===== config.mk =====
export PLATFORM = sky130hd
export DESIGN_NAME = adcr_top
export DESIGN_NICKNAME = d
export VERILOG_FILES = /design/src/hw/adcr_trig_sel.v /design/src/hw/adcr_result_fmt.v /design/src/hw/adcr_top.v
export VERILOG_INCLUDE_DIRS = /design/src /design/src/hw
export SDC_FILE = /design/constraint.sdc
export NUM_CORES = 1
export LEC_CHECK = 0
export ABC_AREA = 1
export BUFFER_PORTS_ARGS = -buffer_cell sky130_fd_sc_hd__buf_2
export CORE_MARGIN = 2
export CORE_UTILIZATION = 30
export DETAILED_ROUTE_END_ITERATION = 7
export GPL_ROUTABILITY_DRIVEN = 1
export SLEW_MARGIN = 20
export SYNTH_ARGS = -nofsm -noshare
export SYNTH_HDL_FRONTEND = slang
export SYNTH_HIERARCHICAL = 1
export SYNTH_SLANG_ARGS = --single-unit

===== constraint.sdc =====
create_clock -name core_clk -period 1.5 [get_ports core_clk]
set_input_delay 0.075 -clock core_clk [delete_from_list [all_inputs] [get_ports core_clk]]
set_output_delay 0.075 -clock core_clk [all_outputs]
set_load 0.05 [all_outputs]

===== src/hw/adcr_defs.vh =====
// register offsets, field positions, reset values and codes for adcr block
// assumes inclusion by bare name from the design files
`ifndef ADCR_DEFS_VH
`define ADCR_DEFS_VH
// register word indices (byte address = 4 * index)
`define ADCR_IDX_MODE_TRIG    4'h3
`define ADCR_IDX_RES_LOW      4'h4
`define ADCR_IDX_RES_HIGH     4'h5
`define ADCR_IDX_CONV_CTRL_A  4'h6
`define ADCR_IDX_CHAN_SEL     4'h7
`define ADCR_IDX_PIN_DISABLE  4'h8
`define ADCR_IDX_STATUS       4'h9
// mode/trigger register fields
`define ADCR_BIT_BIPOLAR      7
`define ADCR_BIT_CMP_MUX      6
`define ADCR_BIT_POL_REV      5
`define ADCR_TRIG_HI          2
`define ADCR_TRIG_LO          0
`define ADCR_MODE_TRIG_MASK   8'he7
// conversion control a fields
`define ADCR_BIT_ENABLE       7
`define ADCR_BIT_START        6
`define ADCR_BIT_AUTO         5
`define ADCR_BIT_DONE         4
`define ADCR_BIT_IRQ_EN       3
`define ADCR_PRE_HI           2
`define ADCR_PRE_LO           0
// channel select register fields
`define ADCR_BIT_LEFT_ADJ     5
`define ADCR_CHAN_HI          3
`define ADCR_CHAN_LO          0
`define ADCR_CHAN_SEL_MASK    8'h2f
// pin disable field
`define ADCR_PIN_HI           5
`define ADCR_PIN_LO           2
`define ADCR_PIN_MASK         8'h3c
// reset values
`define ADCR_RST_BYTE         8'h00
`define ADCR_RST_RESULT       10'h000
// trigger source codes
`define ADCR_SRC_FREE         3'h0
`define ADCR_SRC_COMP         3'h1
`define ADCR_SRC_EXT0         3'h2
`define ADCR_SRC_T0_CMPA      3'h3
`define ADCR_SRC_T0_OVF       3'h4
`define ADCR_SRC_T0_CMPB      3'h5
`define ADCR_SRC_PIN_CHG      3'h6
`endif


===== src/hw/adcr_trig_sel.v =====
// trigger source selector and rising edge detector
// assumes flag inputs are already synchronous to core_clk
`timescale 1ns/10ps
`default_nettype none
`include "adcr_defs.vh"
module adcr_trig_sel (
  input  wire       core_clk,    // system clock
  input  wire       rst,         // sync reset, active high
  input  wire [2:0] trigSel,     // trigger source code
  input  wire [6:0] srcFlags,    // flags indexed by code, bit0 unused
  output wire       trigEdge     // one-cycle rising edge pulse
);
  reg  selNow;                   // currently selected flag level
  reg  selPrev;                  // last cycle's selected level
  // decode source code to the chosen flag
  always @* begin
    case (trigSel)
      `ADCR_SRC_FREE:    selNow = 1'b0;
      `ADCR_SRC_COMP:    selNow = srcFlags[1];
      `ADCR_SRC_EXT0:    selNow = srcFlags[2];
      `ADCR_SRC_T0_CMPA: selNow = srcFlags[3];
      `ADCR_SRC_T0_OVF:  selNow = srcFlags[4];
      `ADCR_SRC_T0_CMPB: selNow = srcFlags[5];
      `ADCR_SRC_PIN_CHG: selNow = srcFlags[6];
      default:           selNow = 1'b0;          // unused code
    endcase
  end
  // remember selected level; selection switch makes an edge too
  always @(posedge core_clk) begin
    if (rst) begin
      selPrev <= 1'b0;
    end else begin
      selPrev <= selNow;
    end
  end
  assign trigEdge = selNow & ~selPrev;
endmodule // adcr_trig_sel
`default_nettype wire


===== src/hw/adcr_result_fmt.v =====
// result byte formatter, right or left adjusted
// assumes a 10-bit latched result; pure combinational
`timescale 1ns/10ps
`default_nettype none
module adcr_result_fmt (
  input  wire [9:0] result,      // latched conversion result
  input  wire       leftAdj,     // left adjust select
  output reg  [7:0] lowByte,     // low result byte view
  output reg  [7:0] highByte     // high result byte view
);
  // presentation follows the select at once
  always @* begin
    if (leftAdj) begin
      highByte = result[9:2];
      lowByte  = {result[1:0], 6'h00};
    end else begin
      highByte = {6'h00, result[9:8]};
      lowByte  = result[7:0];
    end
  end
endmodule // adcr_result_fmt
`default_nettype wire


===== src/hw/adcr_top.v =====
// register side of the converter: result bytes, lock, modes, triggers
// assumes a classic wishbone master on core_clk and a converter core that
// pulses convDone with convData; pin inputs arrive unsynchronised
//
// Notes on behaviour
// - finished conversion loads result byte pair
// - right adjust: bits 9:8 high, 7:0 low
// - left adjust: bits 9:2 high, 1:0 low top
// - low read locks pair until high read
// - mode bit 7 clear means unipolar
// - mode bit set gives two's complement bipolar
// - bit 5 swaps differential input roles
// - mode register bits 4:3 read zero
// - trigger source only matters with auto trigger
// - auto trigger starts on selected flag rise
// - switching to set source counts as edge
// - switching to free running never triggers
// - trigger source code decode table
// - pin disable bits gate buffers, read zero
// - left adjust change shows at once
// - done flag set at end, cleared by one
`timescale 1ns/10ps
`default_nettype none
`include "adcr_defs.vh"
module adcr_top (
  input  wire        core_clk,     // system clock, 50 MHz
  input  wire        rst,          // sync reset, active high
  // wishbone slave
  input  wire        wb_cyc_i,     // bus cycle
  input  wire        wb_stb_i,     // strobe
  input  wire        wb_we_i,      // write enable
  input  wire [5:0]  wb_adr_i,     // byte address
  input  wire [3:0]  wb_sel_i,     // byte lanes
  input  wire [31:0] wb_dat_i,     // write data
  output reg  [31:0] wb_dat_o,     // read data
  output reg         wb_ack_o,     // acknowledge
  // converter core side
  output wire        convStart,    // one-cycle start pulse to core
  input  wire        convDone,     // one-cycle completion pulse
  input  wire [9:0]  convData,     // core result at completion
  output wire        convEnable,   // converter enable level
  output wire        bipolarMode,  // bipolar conversion select
  output wire        polarityRev,  // swap differential inputs
  output wire        compMuxEn,    // comparator mux enable
  output wire [3:0]  channelSel,   // channel select bits
  output wire [2:0]  prescaleSel,  // prescaler select
  output wire        convDoneIrq,  // done flag and enable (level)
  input  wire        irqVectorAck, // vector entry clears done flag
  // trigger flags from other peripherals (same clock)
  input  wire        flagComp,     // analog comparator flag
  input  wire        flagExt0,     // external interrupt 0 flag
  input  wire        flagT0CmpA,   // timer 0 compare a flag
  input  wire        flagT0Ovf,    // timer 0 overflow flag
  input  wire        flagT0CmpB,   // timer 0 compare b flag
  input  wire        flagPinChg,   // pin change flag
  // analog pin digital buffers
  input  wire [3:0]  pinRaw,       // raw pin levels, async
  output wire [3:0]  pinBufOff,    // buffer disable per pin
  output wire [3:0]  pinValue      // synchronised, gated pin value
);
  // software registers
  reg  [7:0] modeTrig;             // mode/trigger control
  reg  [7:0] ctrlA;                // enable, start, auto, done, irq, pre
  reg  [7:0] chanSel;              // left adjust and channel bits
  reg  [7:0] pinDisable;           // pin buffer disable bits
  reg  [9:0] result;               // latched result
  reg        lowReadLock;          // pair frozen after low read
  reg  [9:0] heldData;             // completion seen during lock
  reg        heldValid;            // a held completion waits
  reg        busy;                 // conversion in progress
  reg  [3:0] pinSync1;             // pin synchroniser stage 1
  reg  [3:0] pinSync2;             // pin synchroniser stage 2
  // bus decode
  wire       busReq;               // valid request this cycle
  wire       wrLane0;              // write to low byte lane
  wire [3:0] regIdx;               // word index
  reg  [7:0] next_rdByte;          // read byte for the next ack
  wire [7:0] lowByte;              // formatted low byte
  wire [7:0] highByte;             // formatted high byte
  wire       trigEdge;             // selected trigger rising edge
  wire       autoStart;            // start from auto trigger
  wire       swStart;              // start from software write
  wire       freeRestart;          // free running re-start
  wire       doneSet;              // done flag setting event
  wire       doneClr;              // done flag clear event
  wire       rdLow;                // low byte read accepted
  wire       rdHigh;               // high byte read accepted
  wire       wrCtrlA;              // write to control a

  // decode write-enable per register index
  function isWrite;
    input [3:0] idx;
    input [3:0] want;
    input       req;
    input       we;
    input       lane;
    begin
      isWrite = req & we & lane & (idx == want);
    end
  endfunction

  // decode an accepted read of one register index
  function isRead;
    input [3:0] idx;
    input [3:0] want;
    input       req;
    input       we;
    begin
      isRead = req & ~we & (idx == want);
    end
  endfunction

  // ack masks the request, so a held request is taken only once
  assign busReq  = wb_cyc_i & wb_stb_i & ~wb_ack_o;
  assign wrLane0 = wb_sel_i[0];
  assign regIdx  = wb_adr_i[5:2];
  // low read freezes the result pair, high read releases it
  assign rdLow   = isRead(regIdx, `ADCR_IDX_RES_LOW, busReq, wb_we_i);
  assign rdHigh  = isRead(regIdx, `ADCR_IDX_RES_HIGH, busReq, wb_we_i);
  assign wrCtrlA = isWrite(regIdx, `ADCR_IDX_CONV_CTRL_A, busReq,
                           wb_we_i, wrLane0);

  // result formatter, follows left adjust immediately
  adcr_result_fmt u_fmt (
    .result   (result),
    .leftAdj  (chanSel[`ADCR_BIT_LEFT_ADJ]),
    .lowByte  (lowByte),
    .highByte (highByte)
  );

  // trigger selection; bit0 unused, free running has no edge
  adcr_trig_sel u_trig (
    .core_clk (core_clk),
    .rst      (rst),
    .trigSel  (modeTrig[`ADCR_TRIG_HI:`ADCR_TRIG_LO]),
    .srcFlags ({flagPinChg, flagT0CmpB, flagT0Ovf, flagT0CmpA,
                flagExt0, flagComp, 1'b0}),
    .trigEdge (trigEdge)
  );

  // start sources: software bit, gated auto edge, free running chain
  // a start while busy is dropped; a restart needs no idle cycle
  assign swStart     = wrCtrlA & wb_dat_i[`ADCR_BIT_START] &
                       wb_dat_i[`ADCR_BIT_ENABLE];
  assign autoStart   = ctrlA[`ADCR_BIT_ENABLE] & ctrlA[`ADCR_BIT_AUTO] &
                       trigEdge;
  assign freeRestart = convDone & busy & ctrlA[`ADCR_BIT_ENABLE] &
                       ctrlA[`ADCR_BIT_AUTO] &
                       (modeTrig[`ADCR_TRIG_HI:`ADCR_TRIG_LO] ==
                        `ADCR_SRC_FREE);
  assign convStart   = (swStart | autoStart) & ~busy | freeRestart;
  // register fields passed straight to the converter core; done irq level is done flag and irq enable
  assign convEnable  = ctrlA[`ADCR_BIT_ENABLE];
  assign bipolarMode = modeTrig[`ADCR_BIT_BIPOLAR];
  assign polarityRev = modeTrig[`ADCR_BIT_POL_REV];
  assign compMuxEn   = modeTrig[`ADCR_BIT_CMP_MUX];
  assign channelSel  = chanSel[`ADCR_CHAN_HI:`ADCR_CHAN_LO];
  assign prescaleSel = ctrlA[`ADCR_PRE_HI:`ADCR_PRE_LO];
  assign convDoneIrq = ctrlA[`ADCR_BIT_DONE] & ctrlA[`ADCR_BIT_IRQ_EN];

  // done flag: set on completion, cleared by vector or written one
  assign doneSet = convDone & busy;
  assign doneClr = irqVectorAck | (wrCtrlA & wb_dat_i[`ADCR_BIT_DONE]);

  // plain software registers; writes need byte lane 0
  always @(posedge core_clk) begin
    if (rst) begin
      // every software register starts at zero
      modeTrig   <= `ADCR_RST_BYTE;
      chanSel    <= `ADCR_RST_BYTE;
      pinDisable <= `ADCR_RST_BYTE;
    end else begin
      // mode register, reserved bits held at zero
      if (isWrite(regIdx, `ADCR_IDX_MODE_TRIG, busReq, wb_we_i,
                  wrLane0)) begin
        modeTrig <= wb_dat_i[7:0] & `ADCR_MODE_TRIG_MASK;
      end
      // left adjust and channel bits
      if (isWrite(regIdx, `ADCR_IDX_CHAN_SEL, busReq, wb_we_i,
                  wrLane0)) begin
        chanSel <= wb_dat_i[7:0] & `ADCR_CHAN_SEL_MASK;
      end
      // pin buffer disables, unused bits held at zero
      if (isWrite(regIdx, `ADCR_IDX_PIN_DISABLE, busReq, wb_we_i,
                  wrLane0)) begin
        pinDisable <= wb_dat_i[7:0] & `ADCR_PIN_MASK;
      end
    end
  end

  // control a: enable, auto, interrupt enable, prescaler, done flag
  always @(posedge core_clk) begin
    if (rst) begin
      ctrlA <= `ADCR_RST_BYTE;
    end else begin
      // done bit is not stored by a write; a written one clears it
      if (wrCtrlA) begin
        ctrlA[`ADCR_BIT_ENABLE] <= wb_dat_i[`ADCR_BIT_ENABLE];
        ctrlA[`ADCR_BIT_AUTO]   <= wb_dat_i[`ADCR_BIT_AUTO];
        ctrlA[`ADCR_BIT_IRQ_EN] <= wb_dat_i[`ADCR_BIT_IRQ_EN];
        ctrlA[`ADCR_PRE_HI:`ADCR_PRE_LO] <=
          wb_dat_i[`ADCR_PRE_HI:`ADCR_PRE_LO];
      end
      // completion and clear in one cycle: the set wins
      if (doneSet) begin
        ctrlA[`ADCR_BIT_DONE] <= 1'b1;
      end else if (doneClr) begin
        ctrlA[`ADCR_BIT_DONE] <= 1'b0;
      end
      // stored start bit stays zero; reads show busy instead
      ctrlA[`ADCR_BIT_START] <= 1'b0;
    end
  end

  // busy: set by a start, cleared by completion or by disabling
  always @(posedge core_clk) begin
    if (rst) begin
      busy <= 1'b0;
    end else if (wrCtrlA & ~wb_dat_i[`ADCR_BIT_ENABLE]) begin
      busy <= 1'b0;                  // disabling aborts a conversion
    end else if (convStart) begin
      busy <= 1'b1;                  // a restart keeps it set
    end else if (convDone) begin
      busy <= 1'b0;
    end
  end

  // result pair with read lock; a completion during lock waits
  always @(posedge core_clk) begin
    if (rst) begin
      result      <= `ADCR_RST_RESULT;
      lowReadLock <= 1'b0;
      heldData    <= `ADCR_RST_RESULT;
      heldValid   <= 1'b0;
    end else begin
      // low read freezes, high read releases
      if (rdLow) begin
        lowReadLock <= 1'b1;
      end else if (rdHigh) begin
        lowReadLock <= 1'b0;
      end
      // a completion while frozen is parked until the high read
      if (doneSet & (lowReadLock | rdLow) & ~rdHigh) begin
        heldData  <= convData;
        heldValid <= 1'b1;
      end else if (doneSet) begin
        result    <= convData;
        heldValid <= 1'b0;
      end else if (heldValid & ~lowReadLock & ~rdLow) begin
        result    <= heldData;
        heldValid <= 1'b0;
      end
    end
  end

  // pin synchroniser and buffer gating
  // stage one may be metastable, so nothing else reads it
  always @(posedge core_clk) begin
    if (rst) begin
      pinSync1 <= 4'h0;
      pinSync2 <= 4'h0;
    end else begin
      pinSync1 <= pinRaw;
      pinSync2 <= pinSync1;
    end
  end
  // only the second stage is read; a disabled pin reads zero
  assign pinBufOff = pinDisable[`ADCR_PIN_HI:`ADCR_PIN_LO];
  assign pinValue  = pinSync2 & ~pinBufOff;

  // read multiplexer; unmapped indices read zero
  always @* begin
    next_rdByte = `ADCR_RST_BYTE;
    case (regIdx)
      `ADCR_IDX_MODE_TRIG:   next_rdByte = modeTrig;
      `ADCR_IDX_RES_LOW:     next_rdByte = lowByte;
      `ADCR_IDX_RES_HIGH:    next_rdByte = highByte;
      // control a shows busy in place of the start bit
      `ADCR_IDX_CONV_CTRL_A: next_rdByte = {ctrlA[`ADCR_BIT_ENABLE], busy,
                                            ctrlA[`ADCR_BIT_AUTO:0]};
      `ADCR_IDX_CHAN_SEL:    next_rdByte = chanSel;
      `ADCR_IDX_PIN_DISABLE: next_rdByte = pinDisable;
      // status: parked completion, freeze, busy
      `ADCR_IDX_STATUS:      next_rdByte = {5'h00, heldValid, lowReadLock,
                                            busy};
      default:               next_rdByte = `ADCR_RST_BYTE;
    endcase
  end

  // bus answer: ack one cycle after the taken edge, never two in a row
  always @(posedge core_clk) begin
    if (rst) begin
      wb_ack_o <= 1'b0;
      wb_dat_o <= 32'h00000000;
    end else begin
      wb_ack_o <= busReq;
      // read data holds until the next read is taken
      if (busReq & ~wb_we_i) begin
        wb_dat_o <= {24'h000000, next_rdByte};
      end
    end
  end
endmodule // adcr_top
`default_nettype wire


==> flow_summary.ini, run 1 <==
[clock_network]
cts_tree = built
clk_root_buffer_cell = clkbuf_16
clock_latency_ns = 0.33
cts_buffers = 9
clock_sinks = 63
cts.clk_slew.worst_paths_ns = 0.05
htree_levels = 3
clock_path_buffers = 2

[routing]
drc = 0
viasPerCell = 4.34
dr.pass1.iters = 4
wl_per_cell_microns = 11.5
num_vias = 3324
wl_microns = 8790
ant_nets = 0
drt-initial-drc-count = 171

[floorplan]
initial_utilization_pct = 31.1
die_w_microns = 111
die_area_sq_mm = 0.0123
pin_count = 123
coreArea_sq_mm = 0.0110
fp-row-count = 38
fp.dieH_microns = 111

[yosys]
async_flop_share_pct = 0
syn_area_sq_mm = 0.00342
synthTopCellsByCount = nand2_1 (128), nor2_1 (110), dfxtp_1 (63)
synth-seq-cells = 63
synth_area_leaders = dfxtp_1 (37%), nand2_1 (14%), nor2_1 (12%)
syn_inst = 524
ys.flop_type = dfxtp_1
yosys.area.top_type = dfxtp_1
synth_edf_count = 0
synth_top_area_share_pct = 36.9
yosysUniqueCellTypes = 29
yosys_warnings = 6
avgSynthCellArea_sq_um = 6.52
yosysSeqAreaShare_pct = 36.9
synth_most_common_cell = nand2_1

[setup_path]
startpoint_type = flip-flop
r2r_cells = 9
required_ns = 1.42
reg2reg_slack_ns = 0.11
crit_fanout = 4
critical_path_class = reg -> out
end_kind = output port
cp-startpoint = modeTrig[1]$_SDFFE_PP0P_
reg2reg_to = heldData[9]$_SDFFE_PP0P_
r2r-start = wb_ack_o$_SDFF_PP0_
arrival_ns = 1.68
endpoint = convStart

[placed_design]
dp.cells = 739
pre_cts_slack_ns = -0.0431
place_area_sq_mm = 0.00394
dp_hpwl_microns = 6860
gp_congestion = 0.853
port_buffers = 69

[pwr]
max-vdd-ir-drop_uv = 739
seqPwrFrac_pct = 38.5
internal_power_mw = 3.34
p_leak_nw = 2.20
power.switching_mw = 1.05
p_per_area_mw_per_mm2 = 993
p_clk_share_pct = 52.1
sw_frac_of_total_pct = 23.9
pwr-share-comb_pct = 9.4

[finish]
stdcell_area_sq_mm = 0.00442
layout.cells.non_filler = 766
diodes = 0
area_growth_pct = 29.4
drive_gt1_share_pct = 25.1
nets = 690

[timing]
setup_viol = 1
slew_violations = 0
finalHoldViolations = 0
period_needed_ns = 1.75
final.period_utilization_pct = 117
skew_ns = 0.00694
rsz0062_at_grt = yes
fin_ws_ns = -0.254
timing.fmax_ghz = 0.570

[grt]
grt_max_degree = 30
antenna_found_initial = 0
track_usage_pct = 15.1
grt_pass1_vias = 3273
grt_pass1_wl_microns = 14900
overflow = 0

[worst_hold_path]
hold_path.class = in -> reg

[status]
status = complete, but fails checks
violations = setup timing

[flow_run]
max-cap-violations = 0
[sequential cells by signal (all words and copies together), names as in the netlist]
name	count
busy	1
chanSel	5
ctrlA	7
heldData	10
heldValid	1
lowReadLock	1
modeTrig	6
pinDisable	4
pinSync1	4
pinSync2	4
result	10
u_trig/selPrev	1
wb_ack_o	1
wb_dat_o	8
[metal layers]
metal	GRT usage, %	vias to the layer above	part of all wire (%)
met4	6.17	0	1.7
met5	0	-	0
met1	18.2	1454	45
met3	5.30	10	5.4
li1	-	1762	-
met2	24.5	98	48
[critical path, cell delays in order (launching register included)]
cell and delay (ns):
dfxtp_4 0.36, nand2_1 0.06, nor2_1 0.09, nor2_1 0.06
nand2_1 0.05, nand2_1 0.06, nor2_1 0.11, inv_1 0.05
nor2_1 0.07, o21bai_1 0.11, nand2_1 0.09, nand2_2 0.09
buf_8 0.14
[logic make-up (layout without fill, tap and decap cells)]
group,after synthesis,after routing,synth area share [%]
AO/OA/AOI/OAI,55,55,9.12
other,1,24,0.110
AND/OR/NAND/NOR,296,296,36.8
flip-flops,63,63,36.9
multiplexers,2,2,0.659
buffers and inverters,107,186,16.4
[what timing repair did]
item                                    in CTS  in global routing
hold endpoints to repair                    10                  0
endpoints found under the setup margin       1                 26
pin swaps                                    0                  7
gates resized for setup                      7                 11
buffers inserted                             0                  1
hold buffers                                10                  0
[per-stage QoR]
stage	TNS, ns	power, mW	hold WS, ns	util, %
floorplan	0	2.04	0.147	-
global placement	-0.0187	2.11	0.275	35.9
detailed placement	-0.0431	2.12	0.292	35.9
CTS	-0.258	4.46	0.00233	39.9
global route	-0.470	4.56	0.0355	40.2
finish	-0.254	4.39	0.0175	40.2
[worst min-delay path by stage]
stage	startpoint	end	slack, ns	depth (start not counted)
final	convData[3]	heldData[3]$_SDFFE_PP0P_	0.02	3
after global routing	wb_dat_i[2]	pinDisable[2]$_SDFFE_PP0P_	0.04	3
after CTS	convData[3]	heldData[3]$_SDFFE_PP0P_	0.002	3
after detailed placement	pinRaw[2]	pinSync1[2]$_SDFF_PP0_	0.29	3
after global placement	pinRaw[2]	pinSync1[2]$_SDFF_PP0_	0.28	3
after floorplan	rst	u_trig/selPrev$_SDFF_PP0_	0.15	1
[area by class of cell]
cell class,count,area (sq um)
fill,1147,6560
multi-input combinational,377,1710
sequential,63,1270
timing repair buffer,109,693
clock buffer,11,253
inverter,61,234
tap,140,175
clock inverter,5,78.8
[power by group through the flow]
| stage | Clock, mW | Sequential, mW | Combinational (mW) |
|---|---|---|---|
| 2_1_floorplan | 0 | 1.73 | 0.308 |
| 3_3_place_gp | 0 | 1.73 | 0.383 |
| 3_5_place_dp | 0 | 1.73 | 0.387 |
| 4_1_cts | 2.36 | 1.69 | 0.409 |
| 5_1_grt | 2.43 | 1.69 | 0.447 |
| 6_report | 2.29 | 1.69 | 0.412 |
[placed cells by master (no fill, tap or decap), types with 7 or more instances in the layout]
cell	n
dlygate4sd3_1	10
a21oi_1	12
nand3b_1	9
nor2_1	108
inv_1	51
nand2_2	7
nand3_1	26
nand2_1	126
buf_2	68
inv_2	7
conb_1	24
buf_4	29
a21oi_2	9
o21ai_0	29
clkbuf_16	9
dfxtp_1	59
Power figures use the tool's default switching activity.
==> run 2: changes to the inputs <==
==> constraint.sdc (replaced) <==
create_clock -name core_clk -period 1.5 [get_ports core_clk]
set_input_delay 0.15 -clock core_clk [delete_from_list [all_inputs] [get_ports core_clk]]
set_output_delay 0.15 -clock core_clk [all_outputs]
set_load 0.05 [all_outputs]
==> run 2 against run 1 <==
The run still ends with setup timing left; maximum frequency decreased by 3.1%; clock power decreased by 11%; register-to-register slack improved by 0.02 ns; worst hold slack improved by 0.0064 ns; utilization decreased by 0.57 points; non-clock buffer count decreased by 4; clock skew increased by 0.0020 ns; critical path depth unchanged; flip-flop and latch count unchanged; critical path type unchanged; critical endpoint unchanged; largest power group unchanged; highest routed layer unchanged.
==> flow_summary.ini, run 2 (synthesis results as in run 1) <==
[status]
status = complete, but fails checks
violations = setup timing

[timing]
period_needed_ns = 1.81
fin_tns_setup_ns = -0.309
finalHoldViolations = 0
slew_violations = 0
final.period_utilization_pct = 121
rsz0062_at_grt = yes
timing.fmax_ghz = 0.553
skew_ns = 0.00890
setup_viol = 1
fin_ws_ns = -0.309

[routing]
wl_per_cell_microns = 11.6
num_vias = 3367
drc = 0
drt-initial-drc-count = 188
dr.pass1.iters = 4
wl_microns = 8860
viasPerCell = 4.42
ant_nets = 0

[finish]
final_core_util_pct = 39.7
drive_gt1_share_pct = 26.0
nets = 686
stdcell_area_sq_mm = 0.00436
area_growth_pct = 27.6
final_cell_mix = nand2_1 (125), nor2_1 (108), buf_2 (68)
reg.largest.list = heldData: 10 flops, result: 10 flops, wb_dat_o: 8 flops
final_common_cell = nand2_1
diodes = 0

[pwr]
p_leak_nw = 2.19
internal_power_mw = 3.06
max-vdd-ir-drop_uv = 503
p_clk_share_pct = 49.2
pwr-share-comb_pct = 9.8
seqPwrFrac_pct = 41.0
sw_frac_of_total_pct = 25.6
power.switching_mw = 1.05
p_per_area_mw_per_mm2 = 945

[worst_hold_path]
hold_path.class = in -> reg
hold_path_startpoint = pinRaw[2]
hold_depth = 3
holdPathEnd = pinSync1[2]$_SDFF_PP0_

[clock_network]
clock_sinks = 63
clk_root_buffer_cell = clkbuf_16
htree_levels = 3
clock_path_buffers = 2
cts_tree = built
clock_latency_ns = 0.33
cts.clk_slew.worst_paths_ns = 0.05
cts_buffers = 9

[setup_path]
r2r-start = wb_ack_o$_SDFF_PP0_
startpoint_type = flip-flop
arrival_ns = 1.66
end_kind = output port
critical_path_class = reg -> out
reg2reg_slack_ns = 0.13
crit_fanout = 4
reg2reg_to = result[2]$_SDFFE_PP0P_
required_ns = 1.35
r2r_cells = 9

[placed_design]
port_buffers = 69
pre_cts_slack_ns = -0.119
dp_hpwl_microns = 6880
gp_congestion = 0.873
place_area_sq_mm = 0.00398

[floorplan]
fp-row-count = 38
die_area_sq_mm = 0.0123
initial_utilization_pct = 31.1
pin_count = 123
fp.dieH_microns = 111
die_w_microns = 111
coreArea_sq_mm = 0.0110

[flow_run]
max-cap-violations = 0

[grt]
antenna_found_initial = 0
overflow = 0
grt_pass1_vias = 3233
grt_max_degree = 30
track_usage_pct = 14.9
grt_pass1_wl_microns = 15100
## run 2: cell types whose count changed in the layout (fill, tap and decap cells not counted), sizes merged
cell,previous run,this run
bufinv,2,1
dlygate4sd3,10,0
inv,60,59
clkinv,4,6
clkinvlp,0,1
buf,99,104
## run 2: worst max path at each step
stage,end,slack [ns],depth (start not counted),from
5_1_grt,convStart,-0.47,13,modeTrig[1]$_SDFFE_PP0P_
6_report,convStart,-0.31,12,modeTrig[1]$_SDFFE_PP0P_
2_1_floorplan,heldData[8]$_SDFFE_PP0P_,0.005,10,wb_ack_o$_SDFF_PP0_
3_3_place_gp,convStart,-0.08,12,modeTrig[0]$_SDFFE_PP0P_
4_1_cts,convStart,-0.33,12,modeTrig[1]$_SDFFE_PP0P_
3_5_place_dp,convStart,-0.12,12,modeTrig[0]$_SDFFE_PP0P_
## run 2: repair_timing
| item | CTS | global route |
|---|---|---|
| hold buffers | 0 | 0 |
| pin swaps | 1 | 6 |
| resized for setup | 8 | 16 |
| buffers inserted | 0 | 1 |
| setup endpoints to repair | 2 | 22 |
| endpoints found under the hold margin | 0 | 0 |
| cloned | 0 | 1 |
## run 2: final cells by class
cell class | instances | area, sq um
fill | 1157 | 6630
multi-input combinational | 377 | 1730
sequential | 63 | 1270
timing repair buffer | 105 | 656
inverter | 61 | 239
clock buffer | 10 | 229
tap | 140 | 175
clock inverter | 6 | 61.3
## run 2: metal layers
metal  wire length [microns]  vias up  track usage (%)
met1                    4010     1524             18.2
met5                       0        -                0
met4                     134        0             4.08
met3                     434       11             4.10
met2                    4290       87             25.7
li1                        -     1745                -
## run 2: power groups by stage
| stage | logic [mW] | clock network (mW) | registers [mW] |
|---|---|---|---|
| 5_1_grt | 0.436 | 2.16 | 1.69 |
| 3_5_place_dp | 0.396 | 0 | 1.73 |
| 3_3_place_gp | 0.392 | 0 | 1.73 |
| 4_1_cts | 0.398 | 2.08 | 1.69 |
| 6_report | 0.402 | 2.03 | 1.69 |
| 2_1_floorplan | 0.308 | 0 | 1.73 |
## run 2: per-stage QoR
step,hold slack [ns],instances,total power [mW]
after detailed placement,0.359,744,2.12
after global placement,0.354,744,2.12
after global routing,0.0316,762,4.28
final,0.0239,762,4.12
after floorplan,0.222,547,2.04
after CTS,0.0144,760,4.16
## run 2: critical path, stage by stage, from the launching register on
cell	delay, ns
dfxtp_4	0.37
nand2_1	0.06
nor2_1	0.10
nor2_1	0.05
nand2_1	0.07
nand2_2	0.05
nor2_1	0.10
inv_1	0.04
nor2_1	0.07
o21bai_1	0.11
nand2_1	0.09
nand2_2	0.08
buf_8	0.14
==> run 3: changes to the inputs <==
- CORE_MARGIN: 2 -> 1
- HOLD_SLACK_MARGIN: unset -> 0.08
==> run 3 against run 2 <==
The flow still finishes with violations (setup timing); die area is 3.6% lower; wire length decreased by 0.68%; final cell count increased by 0.79%; maximum frequency is 0.39% lower; first-iteration DRC count decreased by 33%; clock skew down 0.0021 ns; worst hold slack better by 0.053 ns; largest power group unchanged; highest routed layer unchanged.
==> flow_summary.ini, run 3 (synthesis results as in run 1) <==
[routing]
wl_microns = 8800
num_vias = 3388
dr.pass1.iters = 5
viasPerCell = 4.41
drt-initial-drc-count = 126
ant_nets = 0
wl_per_cell_microns = 11.5
drc = 0

[status]
violations = setup timing
status = complete, but fails checks

[finish]
diodes = 0
drive_gt1_share_pct = 26.4
multiInputGateArea_sq_mm = 0.00174
layout.cells.non_filler = 768
final_core_util_pct = 40.7
final_cell_mix = nand2_1 (123), nor2_1 (108), buf_2 (68)
regArea_sq_mm = 0.00127
area_growth_pct = 31.0
reg.largest.list = heldData: 10 flops, result: 10 flops, wb_dat_o: 8 flops
nets = 692
final_common_cell = nand2_1
fill_cells = 1200

[placed_design]
dp_hpwl_microns = 6690
dp.cells = 742
gp_congestion = 0.883
port_buffers = 69

[timing]
finalHoldViolations = 0
timing.fmax_ghz = 0.551
setup_viol = 1
fin_ws_ns = -0.317
holdWs_ns = 0.0764
skew_ns = 0.00682
fin_tns_setup_ns = -0.317
final.period_utilization_pct = 121
rsz0062_at_grt = yes
slew_violations = 0
period_needed_ns = 1.82

[floorplan]
pin_count = 123
die_area_sq_mm = 0.0118
fp.dieH_microns = 109
initial_utilization_pct = 31.1
coreArea_sq_mm = 0.0110
fp-row-count = 38
die_w_microns = 109

[pwr]
fin_total_pwr_mw = 4.32
p_leak_nw = 2.23
max-vdd-ir-drop_uv = 838
p_per_area_mw_per_mm2 = 964

[setup_path]
cpPeakStageDelay_ns = 0.36
r2r-start = modeTrig[1]$_SDFFE_PP0P_
arrival_ns = 1.67
cp_common_cell = nand2_1
cp-startpoint = modeTrig[1]$_SDFFE_PP0P_
r2r_cells = 15
end_kind = output port
worstPathCellList = inv_2, nand3_1, nand2_1, inv_1, nand2_1, nand2_1, nor2_1, inv_1, nor2_1, o21bai_1, nand2_1, nand2_2, buf_8
critical_path_class = reg -> out
startpoint_type = flip-flop
required_ns = 1.35
crit_fanout = 4
cpMaxStageDelayCell = dfxtp_4

[clock_network]
cts_tree = built
clock_sinks = 63
htree_levels = 3
cts.clk_slew.worst_paths_ns = 0.05
clock_path_buffers = 2
clock_latency_ns = 0.33
cts_buffers = 9
clk_root_buffer_cell = clkbuf_16

[grt]
track_usage_pct = 15.8
grt_pass1_vias = 3102
antenna_found_initial = 0
grt_pass1_wl_microns = 14200
grt_max_degree = 42
grt.met1_usage_pct = 18.6
use_met2_pct = 26.7
grt_most_used_layer = met2
use_met3_pct = 5.32
overflow = 0

[worst_hold_path]
hold_path.class = in -> reg
hold_path_startpoint = convData[6]
hold_depth = 3

[flow_run]
max-cap-violations = 0
run 3: layout make-up:
type	count	share of cell area, %
clock buffers	11	5.90
clock inverters	5	1.40
inverters	61	5.23
multi-input cells	377	38.8
flip-flops and latches	63	28.4
well taps	140	3.91
repair buffers	111	16.3
run 3: worst paths after layout:
check / slack (ns) / end
worst max-delay path: -0.32 / convStart
worst min-delay path: 0.08 / heldData[6]$_SDFFE_PP0P_
worst max register to register: 0.08 / busy$_SDFFE_PP0P_
worst min register to register: 0.40 / pinSync2[2]$_SDFF_PP0_
run 3: what timing repair did:
item                                    in CTS  in global routing
gates cloned                                 0                  1
hold buffers                                 6                  1
hold endpoints to repair                     6                  1
endpoints found under the setup margin       1                 32
pin swaps                                    0                  3
resized for setup                            7                 18
setup buffers                                1                  1
run 3: per-layer routing:
layer,part of all wire [%],vias to the layer above
met2,48,101
met1,45,1506
li1,-,1769
met5,0,-
met4,1.6,0
met3,5.3,12
run 3: power breakdown:
| part | internal, mW | switching [mW] | total [mW] |
|---|---|---|---|
| Sequential | 1.68 | 0.00538 | 1.69 |
| Clock | 1.44 | 0.769 | 2.21 |
| Combinational | 0.116 | 0.302 | 0.419 |
run 3: worst max-delay path: cells and delay by family, from the launching register on:
family	cells	cell delay, ns
buffers and inverters	4	0.29
AND/OR/NAND/NOR	8	0.59
flip-flops	1	0.36
AO/OA/AOI/OAI	1	0.11
run 3: per-stage QoR:
stage	area, sq um	worst slack, ns
floorplan	3520	0.00499
global placement	3970	-0.0789
detailed placement	3970	-0.112
CTS	4380	-0.324
global route	4470	-0.490
finish	4470	-0.317
